<file path="src/core/rgs_pkg.sv">
// constants for the rgmii clock skew, delay loop and in-band status block
// Function
// - rx delay loop on, tx bypassed after reset
// - bypass routes input clock through one mux
// - separate bypass bit per direction
// - tuning mode recomputes tap continuously
// - tap adjust offsets mux, larger means less
// - tap select used before first tuning cycle
// - tune disable holds tap select, ignores adjust
// - loop reset bits hold value, never self-clear
// - 4-bit pin skews, 5-bit clock skews
// - skew delay rises monotonically with code
// - skew fields reset to mid code 0111
// - four skew registers: ctl, rxd, txd, clocks
// - clock skew at index 8, device 2
// - in-band status sent in idle gap unless receive idle requested
// - status nibble: duplex, speed, link
// - receive idle signalled as ctl 0/1, byte 01
// - transmit idle ctl 0/1, byte 01 recognised
// - default 2ns delay on rx clock only
// - 10/100 data rising only, ctl both edges
package rgs_pkg;
  // ==========================================================
  // direct register addresses and indirect access fields
  localparam logic [4:0]  REG_IND_CTRL  = 5'h0d;
  localparam logic [4:0]  REG_IND_DATA  = 5'h0e;
  localparam int          FN_HI         = 15;
  localparam int          FN_LO         = 14;
  localparam int          DEV_HI        = 4;
  localparam logic [1:0]  FN_ADDR       = 2'h0;
  localparam logic [1:0]  FN_DATA       = 2'h1;
  localparam logic [4:0]  DEV_RGMII     = 5'h02;
  // ==========================================================
  // indirect register indexes
  localparam logic [15:0] IX_CTL_SKEW   = 16'h0004;
  localparam logic [15:0] IX_RXD_SKEW   = 16'h0005;
  localparam logic [15:0] IX_TXD_SKEW   = 16'h0006;
  localparam logic [15:0] IX_CLK_SKEW   = 16'h0008;
  localparam logic [15:0] IX_RX_DLL     = 16'h004c;
  localparam logic [15:0] IX_TX_DLL     = 16'h004d;
  localparam logic [15:0] IX_DLL_RST    = 16'h004e;
  // ==========================================================
  // reset values and writable masks
  localparam logic [15:0] RST_CTL_SKEW  = 16'h0077;
  localparam logic [15:0] RST_DAT_SKEW  = 16'h7777;
  localparam logic [15:0] RST_CLK_SKEW  = 16'h00e7;
  localparam logic [15:0] RST_RX_DLL    = 16'h0020;
  localparam logic [15:0] RST_TX_DLL    = 16'h4020;
  localparam logic [15:0] RST_DLL_RST   = 16'h0000;
  localparam logic [15:0] MSK_CTL_SKEW  = 16'h00ff;
  localparam logic [15:0] MSK_DAT_SKEW  = 16'hffff;
  localparam logic [15:0] MSK_CLK_SKEW  = 16'h03ff;
  localparam logic [15:0] MSK_DLL       = 16'h6f3f;
  localparam logic [15:0] MSK_DLL_RST   = 16'h0003;
  // ==========================================================
  // field positions
  localparam int          DLL_BYP_BIT   = 14;
  localparam int          DLL_TDIS_BIT  = 13;
  localparam int          DLL_ADJ_LO    = 8;
  localparam int          DLL_ADJ_W     = 4;
  localparam int          DLL_SEL_LO    = 0;
  localparam int          RST_RX_BIT    = 0;
  localparam int          RST_TX_BIT    = 1;
  localparam int          SKEW4_W       = 4;
  localparam int          SKEW5_W       = 5;
  localparam int          CLK_RX_LO     = 0;
  localparam int          CLK_TX_LO     = 5;
  localparam int          CTL_TX_LO     = 0;
  localparam int          CTL_RX_LO     = 4;
  // ==========================================================
  // in-band status and idle encodings
  localparam logic [1:0]  SPD_10        = 2'h0;
  localparam logic [1:0]  SPD_100       = 2'h1;
  localparam logic [1:0]  SPD_1000      = 2'h2;
  localparam logic [7:0]  LPI_BYTE      = 8'h01;
  // ==========================================================
  // timing
  localparam int          CLK_MHZ       = 25;
  localparam int          DLL_DELAY_PS  = 2000;
  localparam int          TUNE_NS       = 1000;
  localparam int          TUNE_CYC      = (TUNE_NS * CLK_MHZ) / 1000;
  localparam int          RXC_HALF_CYC  = 4;
endpackage : rgs_pkg

</file>
<file path="src/core/rgs_top.sv">
// rgmii skew registers, delay loops, in-band status and idle signalling
`timescale 1ns/1ps
`default_nettype none
module rgs_top #(
  parameter int TAP_W    = 6,
  parameter int RXC_HALF = rgs_pkg::RXC_HALF_CYC
) (
  input  wire logic             clk,
  input  wire logic             rst_n,
  input  wire logic             reg_wr,
  input  wire logic             reg_rd,
  input  wire logic [4:0]       reg_addr,
  input  wire logic [15:0]      reg_wdata,
  output logic      [15:0]      reg_rdata,
  output logic                  reg_rvalid,
  input  wire logic             txc,
  input  wire logic             tx_ctl,
  input  wire logic [3:0]       txd,
  output logic                  tx_lpi,
  output logic                  rxc,
  output logic                  rx_ctl,
  output logic      [3:0]       rxd,
  input  wire logic             rx_dv,
  input  wire logic             rx_er,
  input  wire logic [7:0]       rx_byte,
  input  wire logic             rx_lpi_req,
  input  wire logic             link_up,
  input  wire logic             duplex_full,
  input  wire logic [1:0]       speed,
  input  wire logic [TAP_W-1:0] rx_cal_tap,
  input  wire logic [TAP_W-1:0] tx_cal_tap,
  output logic      [TAP_W-1:0] rx_tap,
  output logic      [TAP_W-1:0] tx_tap,
  output logic                  rx_bypassed,
  output logic                  tx_bypassed,
  output logic      [15:0]      ctl_pad_skew,
  output logic      [15:0]      rxd_pad_skew,
  output logic      [15:0]      txd_pad_skew,
  output logic      [15:0]      clk_pad_skew
);
  // ==========================================================
  // elaboration checks
  if (TAP_W < 4 || TAP_W > 8) begin : g_bad_tap
    $error("TAP_W must be 4 to 8");
  end
  // the half-period counter is 8 bits wide
  if (RXC_HALF < 1 || RXC_HALF > 256) begin : g_bad_half
    $error("RXC_HALF must be 1 to 256");
  end

  // ==========================================================
  // register file
  logic [1:0]       ind_fn;
  logic [4:0]       ind_dev;
  logic [15:0]      ind_ix;
  logic [15:0]      dll_ctl [2];
  logic [15:0]      dll_rst;
  logic [1:0]       next_ind_fn;
  logic [4:0]       next_ind_dev;
  logic [15:0]      next_ind_ix;
  logic [15:0]      next_ctl_skew;
  logic [15:0]      next_rxd_skew;
  logic [15:0]      next_txd_skew;
  logic [15:0]      next_clk_skew;
  logic [15:0]      next_dll_ctl [2];
  logic [15:0]      next_dll_rst;
  logic [15:0]      next_rdata;
  logic [15:0]      ind_rd;
  logic             ind_hit;

  always_comb begin
    next_ind_fn   = ind_fn;
    next_ind_dev  = ind_dev;
    next_ind_ix   = ind_ix;
    next_ctl_skew = ctl_pad_skew;
    next_rxd_skew = rxd_pad_skew;
    next_txd_skew = txd_pad_skew;
    next_clk_skew = clk_pad_skew;
    next_dll_ctl  = dll_ctl;
    next_dll_rst  = dll_rst;
    ind_hit       = (ind_fn == rgs_pkg::FN_DATA) &&
                    (ind_dev == rgs_pkg::DEV_RGMII);
    // four skew registers plus loop registers
    unique case (ind_ix)
      rgs_pkg::IX_CTL_SKEW: ind_rd = ctl_pad_skew;
      rgs_pkg::IX_RXD_SKEW: ind_rd = rxd_pad_skew;
      rgs_pkg::IX_TXD_SKEW: ind_rd = txd_pad_skew;
      rgs_pkg::IX_CLK_SKEW: ind_rd = clk_pad_skew;
      rgs_pkg::IX_RX_DLL:   ind_rd = dll_ctl[0];
      rgs_pkg::IX_TX_DLL:   ind_rd = dll_ctl[1];
      rgs_pkg::IX_DLL_RST:  ind_rd = dll_rst;
      default:              ind_rd = 16'h0000;
    endcase
    if (reg_wr && reg_addr == rgs_pkg::REG_IND_CTRL) begin
      next_ind_fn  = reg_wdata[rgs_pkg::FN_HI:rgs_pkg::FN_LO];
      next_ind_dev = reg_wdata[rgs_pkg::DEV_HI:0];
    end
    if (reg_wr && reg_addr == rgs_pkg::REG_IND_DATA) begin
      if (ind_fn == rgs_pkg::FN_ADDR) begin
        next_ind_ix = reg_wdata;
      end else if (ind_hit) begin
        unique case (ind_ix)
          // pad skew codes, 4 or 5 bits
          rgs_pkg::IX_CTL_SKEW:
            next_ctl_skew = reg_wdata & rgs_pkg::MSK_CTL_SKEW;
          rgs_pkg::IX_RXD_SKEW:
            next_rxd_skew = reg_wdata & rgs_pkg::MSK_DAT_SKEW;
          rgs_pkg::IX_TXD_SKEW:
            next_txd_skew = reg_wdata & rgs_pkg::MSK_DAT_SKEW;
          // all ones gives maximum clock delay
          rgs_pkg::IX_CLK_SKEW:
            next_clk_skew = reg_wdata & rgs_pkg::MSK_CLK_SKEW;
          rgs_pkg::IX_RX_DLL:
            next_dll_ctl[0] = reg_wdata & rgs_pkg::MSK_DLL;
          rgs_pkg::IX_TX_DLL:
            next_dll_ctl[1] = reg_wdata & rgs_pkg::MSK_DLL;
          // stored as written, no self clear
          rgs_pkg::IX_DLL_RST:
            next_dll_rst = reg_wdata & rgs_pkg::MSK_DLL_RST;
          default: ;
        endcase
      end
    end
    next_rdata = 16'h0000;
    if (reg_addr == rgs_pkg::REG_IND_CTRL) begin
      next_rdata = {ind_fn, 9'h000, ind_dev};
    end else if (reg_addr == rgs_pkg::REG_IND_DATA) begin
      if (ind_fn == rgs_pkg::FN_ADDR) begin
        next_rdata = ind_ix;
      end else if (ind_hit) begin
        next_rdata = ind_rd;
      end
    end
  end

  always_ff @(posedge clk) begin
    if (!rst_n) begin
      ind_fn       <= rgs_pkg::FN_ADDR;
      ind_dev      <= 5'h00;
      ind_ix       <= 16'h0000;
      ctl_pad_skew <= rgs_pkg::RST_CTL_SKEW;
      rxd_pad_skew <= rgs_pkg::RST_DAT_SKEW;
      txd_pad_skew <= rgs_pkg::RST_DAT_SKEW;
      clk_pad_skew <= rgs_pkg::RST_CLK_SKEW;
      dll_ctl[0]   <= rgs_pkg::RST_RX_DLL;
      dll_ctl[1]   <= rgs_pkg::RST_TX_DLL;
      dll_rst      <= rgs_pkg::RST_DLL_RST;
      reg_rdata    <= 16'h0000;
      reg_rvalid   <= 1'b0;
    end else begin
      ind_fn       <= next_ind_fn;
      ind_dev      <= next_ind_dev;
      ind_ix       <= next_ind_ix;
      ctl_pad_skew <= next_ctl_skew;
      rxd_pad_skew <= next_rxd_skew;
      txd_pad_skew <= next_txd_skew;
      clk_pad_skew <= next_clk_skew;
      dll_ctl      <= next_dll_ctl;
      dll_rst      <= next_dll_rst;
      reg_rdata    <= reg_rd ? next_rdata : reg_rdata;
      reg_rvalid   <= reg_rd;
    end
  end

  // ==========================================================
  // delay loops, rx is index 0, tx index 1
  logic [7:0]       tune_cnt;
  logic [7:0]       next_tune_cnt;
  logic             tune_tick;
  logic [TAP_W-1:0] tap_arr [2];
  logic [TAP_W-1:0] cal_arr [2];
  logic [1:0]       byp_arr;

  // shared tuning cadence keeps both loops in step
  assign tune_tick     = (tune_cnt == 8'(rgs_pkg::TUNE_CYC - 1));
  assign next_tune_cnt = tune_tick ? 8'h00 : tune_cnt + 8'h01;
  always_ff @(posedge clk) begin
    if (!rst_n) begin
      tune_cnt <= 8'h00;
    end else begin
      tune_cnt <= next_tune_cnt;
    end
  end

  assign cal_arr[0] = rx_cal_tap;
  assign cal_arr[1] = tx_cal_tap;
  for (genvar d = 0; d < 2; d++) begin : g_loop
    // each direction has its own controls
    rgs_delay_loop #(.TAP_W(TAP_W)) u_loop (
      .clk          (clk),
      .rst_n        (rst_n),
      .bypass       (dll_ctl[d][rgs_pkg::DLL_BYP_BIT]),
      .tune_disable (dll_ctl[d][rgs_pkg::DLL_TDIS_BIT]),
      .tap_adj      (dll_ctl[d][rgs_pkg::DLL_ADJ_LO +: 4]),
      .tap_sel      (dll_ctl[d][rgs_pkg::DLL_SEL_LO +: TAP_W]),
      .loop_reset   (dll_rst[d]),
      .tune_tick    (tune_tick),
      .cal_tap      (cal_arr[d]),
      .tap_out      (tap_arr[d]),
      .tuned        (),
      .bypassed     (byp_arr[d])
    );
  end
  assign rx_tap      = tap_arr[0];
  assign tx_tap      = tap_arr[1];
  assign rx_bypassed = byp_arr[0];
  assign tx_bypassed = byp_arr[1];

  // ==========================================================
  // receive side: clock divider, status, idle and data
  logic [7:0] rxc_cnt;
  logic [7:0] next_rxc_cnt;
  logic       next_rxc;
  logic       next_rx_ctl;
  logic [3:0] next_rxd;
  logic [7:0] hold_byte;
  logic [7:0] next_hold;
  logic       hold_err;
  logic       next_hold_err;
  logic       hold_dv;
  logic       next_hold_dv;
  logic [3:0] status;
  logic       wrap;

  assign status = {duplex_full, speed, link_up};
  assign wrap   = (rxc_cnt == 8'(RXC_HALF - 1));

  always_comb begin
    next_rxc_cnt  = wrap ? 8'h00 : rxc_cnt + 8'h01;
    next_rxc      = wrap ? !rxc : rxc;
    next_rx_ctl   = rx_ctl;
    next_rxd      = rxd;
    next_hold     = hold_byte;
    next_hold_err = hold_err;
    next_hold_dv  = hold_dv;
    if (wrap && !rxc) begin
      // rising half: pick frame, idle request or status
      if (rx_dv) begin
        next_hold     = rx_byte;
        next_hold_dv  = 1'b1;
        next_hold_err = rx_er;
      // idle: ctl low then high, byte 01
      end else if (rx_lpi_req) begin
        next_hold     = rgs_pkg::LPI_BYTE;
        next_hold_dv  = 1'b0;
        next_hold_err = 1'b1;
      // status in the gap unless an idle request is pending
      end else begin
        next_hold     = {status, status};
        next_hold_dv  = 1'b0;
        next_hold_err = 1'b0;
      end
      next_rx_ctl = next_hold_dv;
      next_rxd    = next_hold[3:0];
    end else if (wrap && rxc) begin
      next_rx_ctl = hold_dv ^ hold_err;
      // slow speeds keep data for the whole cycle
      if (speed == rgs_pkg::SPD_1000) begin
        next_rxd = hold_byte[7:4];
      end
    end
  end

  always_ff @(posedge clk) begin
    if (!rst_n) begin
      rxc_cnt   <= 8'h00;
      rxc       <= 1'b0;
      rx_ctl    <= 1'b0;
      rxd       <= 4'h0;
      hold_byte <= 8'h00;
      hold_err  <= 1'b0;
      hold_dv   <= 1'b0;
    end else begin
      rxc_cnt   <= next_rxc_cnt;
      rxc       <= next_rxc;
      rx_ctl    <= next_rx_ctl;
      rxd       <= next_rxd;
      hold_byte <= next_hold;
      hold_err  <= next_hold_err;
      hold_dv   <= next_hold_dv;
    end
  end

  // ==========================================================
  // transmit side: sample link clock, detect idle request
  logic [5:0] tx_s1;
  logic [5:0] tx_s2;
  logic       txc_d;
  logic       rise_ctl;
  logic [3:0] rise_d;
  logic       next_rise_ctl;
  logic [3:0] next_rise_d;
  logic       next_tx_lpi;
  logic       t_rise;
  logic       t_fall;

  // first stage feeds only the second stage
  always_ff @(posedge clk) begin
    if (!rst_n) begin
      tx_s1 <= 6'h00;
      tx_s2 <= 6'h00;
      txc_d <= 1'b0;
    end else begin
      tx_s1 <= {txc, tx_ctl, txd};
      tx_s2 <= tx_s1;
      txc_d <= tx_s2[5];
    end
  end

  assign t_rise = tx_s2[5] && !txc_d;
  assign t_fall = !tx_s2[5] && txc_d;

  always_comb begin
    next_rise_ctl = t_rise ? tx_s2[4] : rise_ctl;
    next_rise_d   = t_rise ? tx_s2[3:0] : rise_d;
    next_tx_lpi   = tx_lpi;
    if (t_fall) begin
      if (speed == rgs_pkg::SPD_1000) begin
        next_tx_lpi = !rise_ctl && tx_s2[4] &&
                      ({tx_s2[3:0], rise_d} == rgs_pkg::LPI_BYTE);
      end else begin
        next_tx_lpi = !rise_ctl && tx_s2[4] &&
                      (rise_d == rgs_pkg::LPI_BYTE[3:0]);
      end
    end
  end

  always_ff @(posedge clk) begin
    if (!rst_n) begin
      rise_ctl <= 1'b0;
      rise_d   <= 4'h0;
      tx_lpi   <= 1'b0;
    end else begin
      rise_ctl <= next_rise_ctl;
      rise_d   <= next_rise_d;
      tx_lpi   <= next_tx_lpi;
    end
  end
endmodule // rgs_top
`default_nettype wire

</file>
<file path="src/core/rgs_delay_loop.sv">
// one clock delay loop: bypass, tuning and fixed tap selection
`timescale 1ns/1ps
`default_nettype none
module rgs_delay_loop #(
  parameter int TAP_W = 6
) (
  input  wire logic             clk,
  input  wire logic             rst_n,
  input  wire logic             bypass,
  input  wire logic             tune_disable,
  input  wire logic [3:0]       tap_adj,
  input  wire logic [TAP_W-1:0] tap_sel,
  input  wire logic             loop_reset,
  input  wire logic             tune_tick,
  input  wire logic [TAP_W-1:0] cal_tap,
  output logic      [TAP_W-1:0] tap_out,
  output logic                  tuned,
  output logic                  bypassed
);
  logic [TAP_W-1:0] cur;
  logic [TAP_W-1:0] next_cur;
  logic [TAP_W-1:0] next_tap_out;
  logic             next_tuned;
  logic [TAP_W-1:0] base;
  logic [TAP_W-1:0] adj_w;

  // ==========================================================
  // tuning state and output tap
  always_comb begin
    next_cur     = cur;
    next_tuned   = tuned;
    adj_w        = TAP_W'(tap_adj);
    if (loop_reset) begin
      next_cur   = tap_sel;
      next_tuned = 1'b0;
    end else if (!tune_disable && !bypass && tune_tick) begin
      if (cur < cal_tap) begin
        next_cur = cur + 1'b1;
      end else if (cur > cal_tap) begin
        next_cur = cur - 1'b1;
      end
      next_tuned = 1'b1;
    end
    // tap select until first tune done
    base = tuned ? cur : tap_sel;
    if (bypass) begin
      next_tap_out = '0;
    end else if (tune_disable) begin
      next_tap_out = tap_sel;
    end else if (base > adj_w) begin
      next_tap_out = base - adj_w;
    end else begin
      next_tap_out = '0;
    end
  end

  // registers only
  always_ff @(posedge clk) begin
    if (!rst_n) begin
      cur      <= '0;
      tuned    <= 1'b0;
      tap_out  <= '0;
      bypassed <= 1'b0;
    end else begin
      cur      <= next_cur;
      tuned    <= next_tuned;
      tap_out  <= next_tap_out;
      bypassed <= bypass;
    end
  end
endmodule // rgs_delay_loop
`default_nettype wire

</file>
<file path="config.mk">
export PLATFORM = sky130hd
export DESIGN_NAME = rgs_top
export DESIGN_NICKNAME = d
export VERILOG_FILES = /design/src/core/rgs_pkg.sv /design/src/core/rgs_top.sv /design/src/core/rgs_delay_loop.sv
export SDC_FILE = /design/constraint.sdc
export NUM_CORES = 1
export LEC_CHECK = 0
export BUFFER_PORTS_ARGS = -buffer_cell sky130_fd_sc_hd__buf_2
export CORE_MARGIN = 2
export CORE_UTILIZATION = 56
export DETAILED_ROUTE_END_ITERATION = 16
export PLACE_DENSITY_LB_ADDON = 0.05
export SYNTH_ARGS = -nofsm -noshare
export SYNTH_HDL_FRONTEND = slang
export SYNTH_HIERARCHICAL = 1
export SYNTH_SLANG_ARGS = --single-unit
export TNS_END_PERCENT = 30
</file>
<file path="constraint.sdc">
create_clock -name clk -period 2.9 [get_ports clk]
set_input_delay 0.29 -clock clk [delete_from_list [all_inputs] [get_ports clk]]
set_output_delay 0.29 -clock clk [all_outputs]
set_load 0.02 [all_outputs]
</file>
# After elaboration in Yosys (flattened, before gate mapping)

Index checks and enable logic that the tools add are counted.

Word-level logic and storage cells: 143
Flip-flop bits (word level): 195
Bits of input ports: 58
Output and inout port bits: 102

Bitwise gates (word level): 3
$lt $le $gt $ge: 6
Muxes and demuxes: 30
Reduce and logical (&&, ||, !) cells: 46
Add/sub/neg operators: 8
Eq/ne operators: 16

Operator list:

| kind                  | count |
|---|---|
| $pmux W16 S7          | 1 |
| $mux W6               | 14 |
| $mux W16              | 4 |
| $eq A16 B3 Y1 const B | 3 |
| $eq A16 B7 Y1 const B | 3 |
| $reduce_and A4 Y1     | 7 |
| $add A8 B1 Y8 const B | 2 |
| $eq A16 B4 Y1 const B | 1 |
| $mux W8               | 2 |
| $logic_and A1 B1 Y1   | 14 |
| $add A6 B1 Y6 const B | 2 |
| $gt A6 B4 Y1          | 2 |
| $gt A6 B6 Y1          | 2 |
| $lt A6 B6 Y1          | 2 |
| $mux W4               | 3 |
| $reduce_or A2 Y1      | 6 |
| $sub A6 B1 Y6 const B | 2 |
| $sub A6 B4 Y6         | 2 |
| $eq A5 B4 Y1 const B  | 2 |
| $eq A8 B1 Y1 const B  | 1 |
| $eq A8 B2 Y1 const B  | 1 |
| $eq A8 B5 Y1 const B  | 1 |
| $logic_not A1 Y1      | 8 |
| $reduce_and A2 Y1     | 4 |
| 10 further kinds      | 20 |

# Longest topological paths before layout

Gate-level depths: netlist of the first run.

Word-level depth: 6
Depth in mapped cells: 12
Mapped depth without buffers: 12

# By module

The synthesis of the first run kept the hierarchy.

Modules (own cells, without submodules):

| module         | area each (µm²) | instances | seq. area each (µm²) | cells an instance |
|---|---|---|---|---|
| rgs_top        | 7023.0          | 1         | 3263.1               | 788 |
| rgs_delay_loop | 1146.1          | 2         | 280.3                | 134 |

# Worst setup path before layout of the first run

No wires, ideal clock.

Path type: in2reg
From: input rx_cal_tap[3]
To: register g_loop[0].u_loop.cur[5]
Data required time: 2.783 ns
Library setup time: 0.117 ns
Slack: 0.193 ns
Arrival time: 2.589 ns
Cell stages on the path: 12
Buffers on the path: 0
Path through: inv_1 -> ha_1 -> a211oi_1 -> nor2_1 -> or3_1 -> ha_1 -> a211oi_1 -> o21bai_1 -> a21oi_1 -> xor2_1 -> mux2i_1 -> nand2_1

Word-level cells in the longest chain between the ends: 4
Elaborated cells between the ends (all ways): 7
Those cells by class: order compare (2); mux (3); reduce/logical (2)

Ends and longest elaborated chain:

| what                 | line                 | source |
|---|---|---|
| start, declared      | rgs_top.sv:30        | `input wire logic [TAP_W-1:0] rx_cal_tap,` |
| $lt A6 B6 Y1         | rgs_delay_loop.sv:37 | `if (cur < cal_tap) begin` |
| $mux W6              | rgs_delay_loop.sv:37 |  |
| $mux W6              | rgs_delay_loop.sv:36 | `end else if (!tune_disable && !bypass && tune_tick) begin` |
| $mux W6              | rgs_delay_loop.sv:33 | `if (loop_reset) begin` |
| end signal, assigned | rgs_delay_loop.sv:65 | `cur <= next_cur;` |
| end, declared        | rgs_delay_loop.sv:20 | `logic [TAP_W-1:0] cur;` |

Several ways; a longest one is shown, not always the timed one. The select of a mux whose other input is x is not followed.
A chain may end at the register's enable or synchronous reset.

# Worst setup path in the final report of the first run

From: register g_loop[0].u_loop.cur[3]
To: register g_loop[0].u_loop.cur[5]

Word-level cells in the longest chain between the ends: 5
Elaborated cells between the ends (all ways): 10
Those cells by class: add/sub (2); order compare (2); mux (4); reduce/logical (2)

Ends and longest elaborated chain:

| what          | line                 | source |
|---|---|---|
| $sub A6 B1 Y6 | rgs_delay_loop.sv:40 | `next_cur = cur - 1'b1;` |
| $mux W6       | rgs_delay_loop.sv:39 | `end else if (cur > cal_tap) begin` |
| $mux W6       | rgs_delay_loop.sv:37 |  |
| $mux W6       | rgs_delay_loop.sv:36 |  |
| $mux W6       | rgs_delay_loop.sv:33 |  |

Several ways; a longest one is shown, not always the timed one. The select of a mux whose other input is x is not followed.

==> results of run 1 <==
==> metrics by stage <==
stage	std cells	utilization, %
floorplan	1069	-
global placement	1381	62.0
detailed placement	1381	62.0
CTS	1413	65.5
global route	1413	65.7
finish	1413	65.7
==> area by class of cell <==
type / instances / area, um^2 / area share (%)
inverter: 36 / 135 / 1.25
clock buffer: 17 / 425 / 3.94
clock inverter: 15 / 146 / 1.36
multi-input combinational: 767 / 5070 / 47.0
sequential: 191 / 3830 / 35.5
tap: 220 / 275 / 2.55
timing repair buffer: 167 / 903 / 8.37
==> synthesized netlist by cell type, types with 7 or more instances <==
library cell	number
a211oi_1	8
a21o_1	8
a21oi_1	72
a22oi_1	19
a31oi_1	13
and2_1	22
and3_1	14
buf_2	7
buf_4	14
clkbuf_1	44
dfxtp_1	191
ha_1	31
inv_1	34
mux2_2	16
mux2i_1	92
nand2_1	117
nand2b_1	15
nand3_1	51
nand4_1	7
nor2_1	96
nor2b_1	15
nor3_1	10
nor4_1	9
o21ai_0	33
xnor2_1	11
xor2_1	17
==> logic make-up after synthesis <==
group                    synth area share (%)
other                                  0.0403
XOR/XNOR                                 2.63
multiplexers                             11.8
flip-flops                               41.0
buffers and inverters                    5.61
AO/OA/AOI/OAI                            13.4
adder cells (fa/ha/maj)                  5.02
AND/OR/NAND/NOR                          20.4
==> where the power goes <==
group	total, mW	switching [mW]	internal [mW]
clock network	2.27	1.13	1.15
logic	0.295	0.197	0.0987
registers	2.68	0.0218	2.65
==> timing repair <==
item                                    in CTS  in global routing
hold buffers                                 0                  0
endpoints found under the setup margin       0                  4
resized for setup                            0                 14
==> state kept, by name (all words and copies together), names as in the netlist, 5 cells and up <==
signal,flops
clk_pad_skew,10
ctl_pad_skew,8
dll_ctl,24
g_loop.u_loop/cur,12
g_loop.u_loop/tap_out,12
ind_dev,5
ind_ix,16
reg_rdata,16
rxc_cnt,8
rxd_pad_skew,16
tune_cnt,8
tx_s1,6
tx_s2,6
txd_pad_skew,16
==> worst max-delay path by stage <==
stage	endpoint	slack [ns]	cells past startpoint
2_1_floorplan	g_loop[0].u_loop/cur[5]	0.19	12
5_1_grt	g_loop[1].u_loop/cur[5]	0.005	11
6_report	g_loop[0].u_loop/cur[5]	0.15	11
3_5_place_dp	g_loop[0].u_loop/cur[5]	-0.03	13
4_1_cts	g_loop[0].u_loop/cur[5]	0.02	11
3_3_place_gp	g_loop[0].u_loop/cur[5]	0.03	13
==> routing by layer <==
metal	share of wire (%)	vias to the layer above	track usage (%)
met5	0	-	0
met4	4.7	0	14.8
met3	5.4	72	5.40
met2	48	243	45.1
met1	42	3755	34.1
li1	-	3925	-
==> flow_summary.toml, run 1 <==
[yosys]
netlist_top_cells_area = "dfxtp_1, mux2i_1, nand2_1"
asyncSetResetFlopFracSynth_pct = 0
syn_inst = 1056
yosys_warnings = 6
post-synth-top-area-cell = "dfxtp_1"
seq_area_frac_synth_pct = 41.0
post_synth_instance_area_mm2 = 0.00932
synth_top_area_share_pct = 41.0
yosys.cell_types.count = 64
ys.flop_type = "dfxtp_1"
synth_edf_count = 0
post_synthesis_register_bit_count = 191
synth_area_per_cell_um2 = 8.82

[clock_network]
cts.root.buffer_cell = "clkbuf_16"
cts_tree = "yes"
cts-buffers-inserted = 17
postCtsSetupRepairBufs = 0
clock_path_buffers = 2
numClockSinks = 191
h-tree-depth = 4
clk_pin_slew_worst_paths_ns = 0.08
clk_latency_ns = 0.44

[floorplan]
row_count = 47
core_box_area_mm2 = 0.0164
die-height_um = 133
pin_count = 160
die_boundary_width_um = 133
initial_standard_cell_utilization_of_the_core_pct = 56.8
die_outline_area_mm2 = 0.0177

[sta]
drv_slew = 0
timing.final.ws_setup_ns = 0.155
report.final.hold_viol_count = 0
report.final.setup_viol = 0
fin_crit_ns = 2.75
timing.clock.skew_ns = 0.00787
finalCritPeriodShare_pct = 94.7
sum_of_negative_setup_slack_ns = 0
worst_slew_pin_slew_ns = 0.699
clock.fmax_ghz = 0.364
rsz0062_at_grt = "false"
holdWs_ns = 0.0476
timing.max_slew.rel_slack_pct = 52.8

[setup_path]
critical_path_peak_fanout = 5
critical_path_class = "reg -> reg"
cells_along_the_critical_path = "ha_1 -> a211oi_2 -> nor2_1 -> or3_4 -> ha_1 -> a211oi_2 -> o21bai_1 -> a21oi_1 -> xor2_1 -> mux2i_1 -> nand2_1"
critical_path_sink_type = "flip-flop"
critPathMaxStageDelay_ns = 0.37
timing.critical_path.from_type = "flip-flop"
crit_path_top_delay_cell = "or3_4"
cp.arrival_ns = 3.08
crit_required_ns = 3.23
timing.critical_path.from = "g_loop[0].u_loop/cur[3]"
number_of_cells_on_the_worst_reg_to_reg_path = 11
r2r_slack_ns = 0.15
r2r-end = "g_loop[0].u_loop/cur[5]"
r2r_start = "g_loop[0].u_loop/cur[3]"
crit_family = "compound AO/OA/AOI/OAI gates"
number_of_buffers_and_inverters_on_the_critical_path = 0

[global_route]
grt_first_pass_wirelength_mm = 38.0
global_route.overflow_total = 0
global_router_s_overall_resource_usage_pct = 27.5
antenna_found_initial = 0
via_count_of_the_first_global_routing_pass = 7310
grt_max_degree = 58

[power]
power_leakage_nw = 4.43
irDropWorstVdd_mv = 0.433
post-layout-total-power_mw = 5.24
power_density_mw_per_mm2 = 486

[cells_and_area]
syn2layout_area_growth_pct = 15.8
final_design_area_no_fill_mm2 = 0.0108
mostFrequentLayoutCells = "dfxtp_1, buf_2, nand2_1, nor2_1, mux2i_1"
design.final.nets = 1273
drive_above_1_share_pct = 20.5
most_common_library_cell_in_the_layout_ignoring_fill_and_taps = "dfxtp_1"
nFillCells = 1443
num_antenna_cells = 0

[detailed_routing]
post_detailed_route_drc_marker_count = 0
vias_per_cell = 5.66
avgRoutedWirePerCell_um = 17.6
route.antenna.remaining_nets = 0
number_of_iterations_in_the_first_detailed_routing_pass = 6
number_of_vias_after_detailed_routing = 7995
wl_mm = 24.9
first_iter_violations = 477

[place]
place_ws_ns = -0.0304
place.gp.congestion = 0.906
dp_hpwl_mm = 17.6
port_buffers = 145
placement.cell_area_mm2 = 0.0102

[min_path]
min-delay-start = "txd[3]"
hold-path-cell-count = 2
worstHoldEndpoint = "tx_s1[3]"
worst_hold_path_type = "in -> reg"

[run_status]
outcome = "finished clean"

[flow_run]
drv_cap = 0
Power figures use the tool's default switching activity.
==> run 2, diff against run 1 <==
BUFFER_PORTS_ARGS = not set   (was -buffer_cell sky130_fd_sc_hd__buf_2)
DONT_BUFFER_PORTS = 1   (was not set)
==> run 2 against run 1 <==
Net effect:
- critical path type unchanged
- non-clock buffer count is 99 lower
- sequential power hardly changed
- critical path depth is 1 higher
- final area is 2.3% lower
- clock power is 2% higher
- setup slack worse by 0.016 ns
- worst hold slack worse by 0.037 ns
==> flow_summary.toml, run 2 (same netlist as run 1, synthesis figures left out) <==
[power]
irDropWorstVdd_mv = 0.580
p_comb_share_pct = 5.2
fraction_of_power_spent_switching_nets_pct = 25.7
power_leakage_nw = 4.06
seq_power_share_pct = 51.0
share_clk_of_total_power_pct = 43.9
power_density_mw_per_mm2 = 501
switching_power_mw = 1.36
p_int_mw = 3.92

[detailed_routing]
number_of_iterations_in_the_first_detailed_routing_pass = 5
route.antenna.remaining_nets = 0
number_of_vias_after_detailed_routing = 7645
avgRoutedWirePerCell_um = 19.9
wl_mm = 26.1
post_detailed_route_drc_marker_count = 0
vias_per_cell = 5.82
first_iter_violations = 520

[floorplan]
row_count = 47
die_boundary_width_um = 133
pin_count = 160
die_outline_area_mm2 = 0.0177
die-height_um = 133
core_box_area_mm2 = 0.0164
initial_standard_cell_utilization_of_the_core_pct = 56.8

[clock_network]
h-tree-depth = 4
cts-buffers-inserted = 17
clock_path_buffers = 2
cts.root.buffer_cell = "clkbuf_16"
clk_pin_slew_worst_paths_ns = 0.07
numClockSinks = 191
clk_latency_ns = 0.45
postCtsSetupRepairBufs = 0
cts_tree = "yes"

[global_route]
grt_max_degree = 68
global_router_s_overall_resource_usage_pct = 29.3
antenna_found_initial = 0
global_route.overflow_total = 0
grt_first_pass_wirelength_mm = 39.8
via_count_of_the_first_global_routing_pass = 7135

[setup_path]
number_of_buffers_and_inverters_on_the_critical_path = 1
timing.critical_path.from_type = "flip-flop"
cells_along_the_critical_path = "ha_1 -> a211oi_2 -> nor2_1 -> or3_1 -> buf_4 -> fa_1 -> a21o_1 -> a21oi_2 -> xor2_1 -> nor2_1 -> a21oi_1 -> a21oi_1"
critPathMaxStageDelay_ns = 0.40
critical_path_sink_type = "flip-flop"
critical_path_peak_fanout = 4
crit_required_ns = 3.22
critical_path_class = "reg -> reg"
crit_family = "compound AO/OA/AOI/OAI gates"
cp.arrival_ns = 3.09
crit_path_top_delay_cell = "fa_1"

[place]
port_buffers = 0
placement.cell_area_mm2 = 0.00948
place.gp.congestion = 0.893
dp_hpwl_mm = 17.5

[sta]
fin_crit_ns = 2.76
drv_slew = 0
timing.max_slew.rel_slack_pct = 57.2
clock.fmax_ghz = 0.362
sum_of_negative_setup_slack_ns = 0
timing.clock.skew_ns = 0.0117
report.final.hold_viol_count = 0
worst_slew_pin_slew_ns = 0.642
finalCritPeriodShare_pct = 95.2
report.final.setup_viol = 0

[min_path]
worst_hold_path_type = "in -> reg"

[cells_and_area]
design.final.nets = 1174
max_flop_register = "dll_ctl"
largest_register_ffs = 24
syn2layout_area_growth_pct = 13.1
num_antenna_cells = 0
drive_above_1_share_pct = 9.23
nFillCells = 1423
final_design_area_no_fill_mm2 = 0.0105
most_common_library_cell_in_the_layout_ignoring_fill_and_taps = "dfxtp_1"
mostFrequentLayoutCells = "dfxtp_1, nand2_1, nor2_1, mux2i_1, a21oi_1"

[run_status]
outcome = "finished clean"

[flow_run]
drv_cap = 0
## run 2: cell count changes in the layout (fill, tap and decap cells not counted), moves of 2 or more
cell,previous run,this run
fa_1,2,4
buf_4,21,25
clkinv_2,0,2
dlygate4sd3_1,0,41
clkinv_4,3,1
clkinvlp_4,2,0
clkinv_8,1,4
fa_2,2,0
buf_2,145,0
## run 2: through the flow
stage          cells  hold WS (ns)  util, %  worst slack, ns  power, mW
2_1_floorplan   1069         0.412        -            0.193       2.92
3_3_place_gp    1240         0.369     57.8            0.120       2.92
3_5_place_dp    1240         0.371     57.8           0.0449       2.92
4_1_cts         1311      0.000103     63.8           0.0371       5.31
5_1_grt         1314       0.00480     64.2          -0.0140       5.44
6_report        1314        0.0107     64.2            0.139       5.27
## run 2: worst paths after layout
check / depth (start not counted) / slack [ns] / end / startpoint
hold reg to reg: 1 / 0.44 / tx_s2[2] / tx_s1[2]
setup reg to reg: 12 / 0.14 / g_loop[1].u_loop/cur[4] / g_loop[1].u_loop/cur[3]
hold / removal: 2 / 0.01 / ind_dev[0] / reg_wr
setup / recovery: 12 / 0.14 / g_loop[1].u_loop/cur[4] / g_loop[1].u_loop/cur[3]
## run 2: layout make-up
class	count	area (um^2)	area share, %
multi-input combinational	767	5060	48.1
sequential	191	3830	36.3
timing repair buffer	68	646	6.13
clock buffer	17	425	4.04
tap	220	275	2.61
clock inverter	15	164	1.56
inverter	36	135	1.28
## run 2: power groups by stage
stage                     logic [mW]  clock network [mW]  registers [mW]
after global routing           0.295                2.45            2.69
after floorplan                0.180                   0            2.74
after global placement         0.169                   0            2.75
after CTS                      0.265                2.36            2.69
after detailed placement       0.172                   0            2.75
final                          0.272                2.31            2.69
## run 2: routing by layer
metal	GRT usage, %	part of all wire, %	wire length, um	up-vias
met5	0	0	0	-
met4	11.0	2.9	756	0
met3	7.32	6.2	1610	43
met2	51.2	50	13000	216
met1	34.9	41	10700	3648
li1	-	-	-	3738
## run 2: worst reg2reg max path: cells and delay by family (launching register included)
family,cells,cell delay (ns)
xor gates and xnor gates,1,0.16
and+or+nand+nor,3,0.50
DFF,1,0.34
adders and majority gates,2,0.70
AOI/OAI and AO/OA,5,0.76
buffers and inverters,1,0.18
## run 2: repair_timing
action | CTS | global route
endpoints found under the hold margin | 118 | 2
setup endpoints to repair | 0 | 4
resized for setup | 0 | 9
hold buffers | 39 | 3
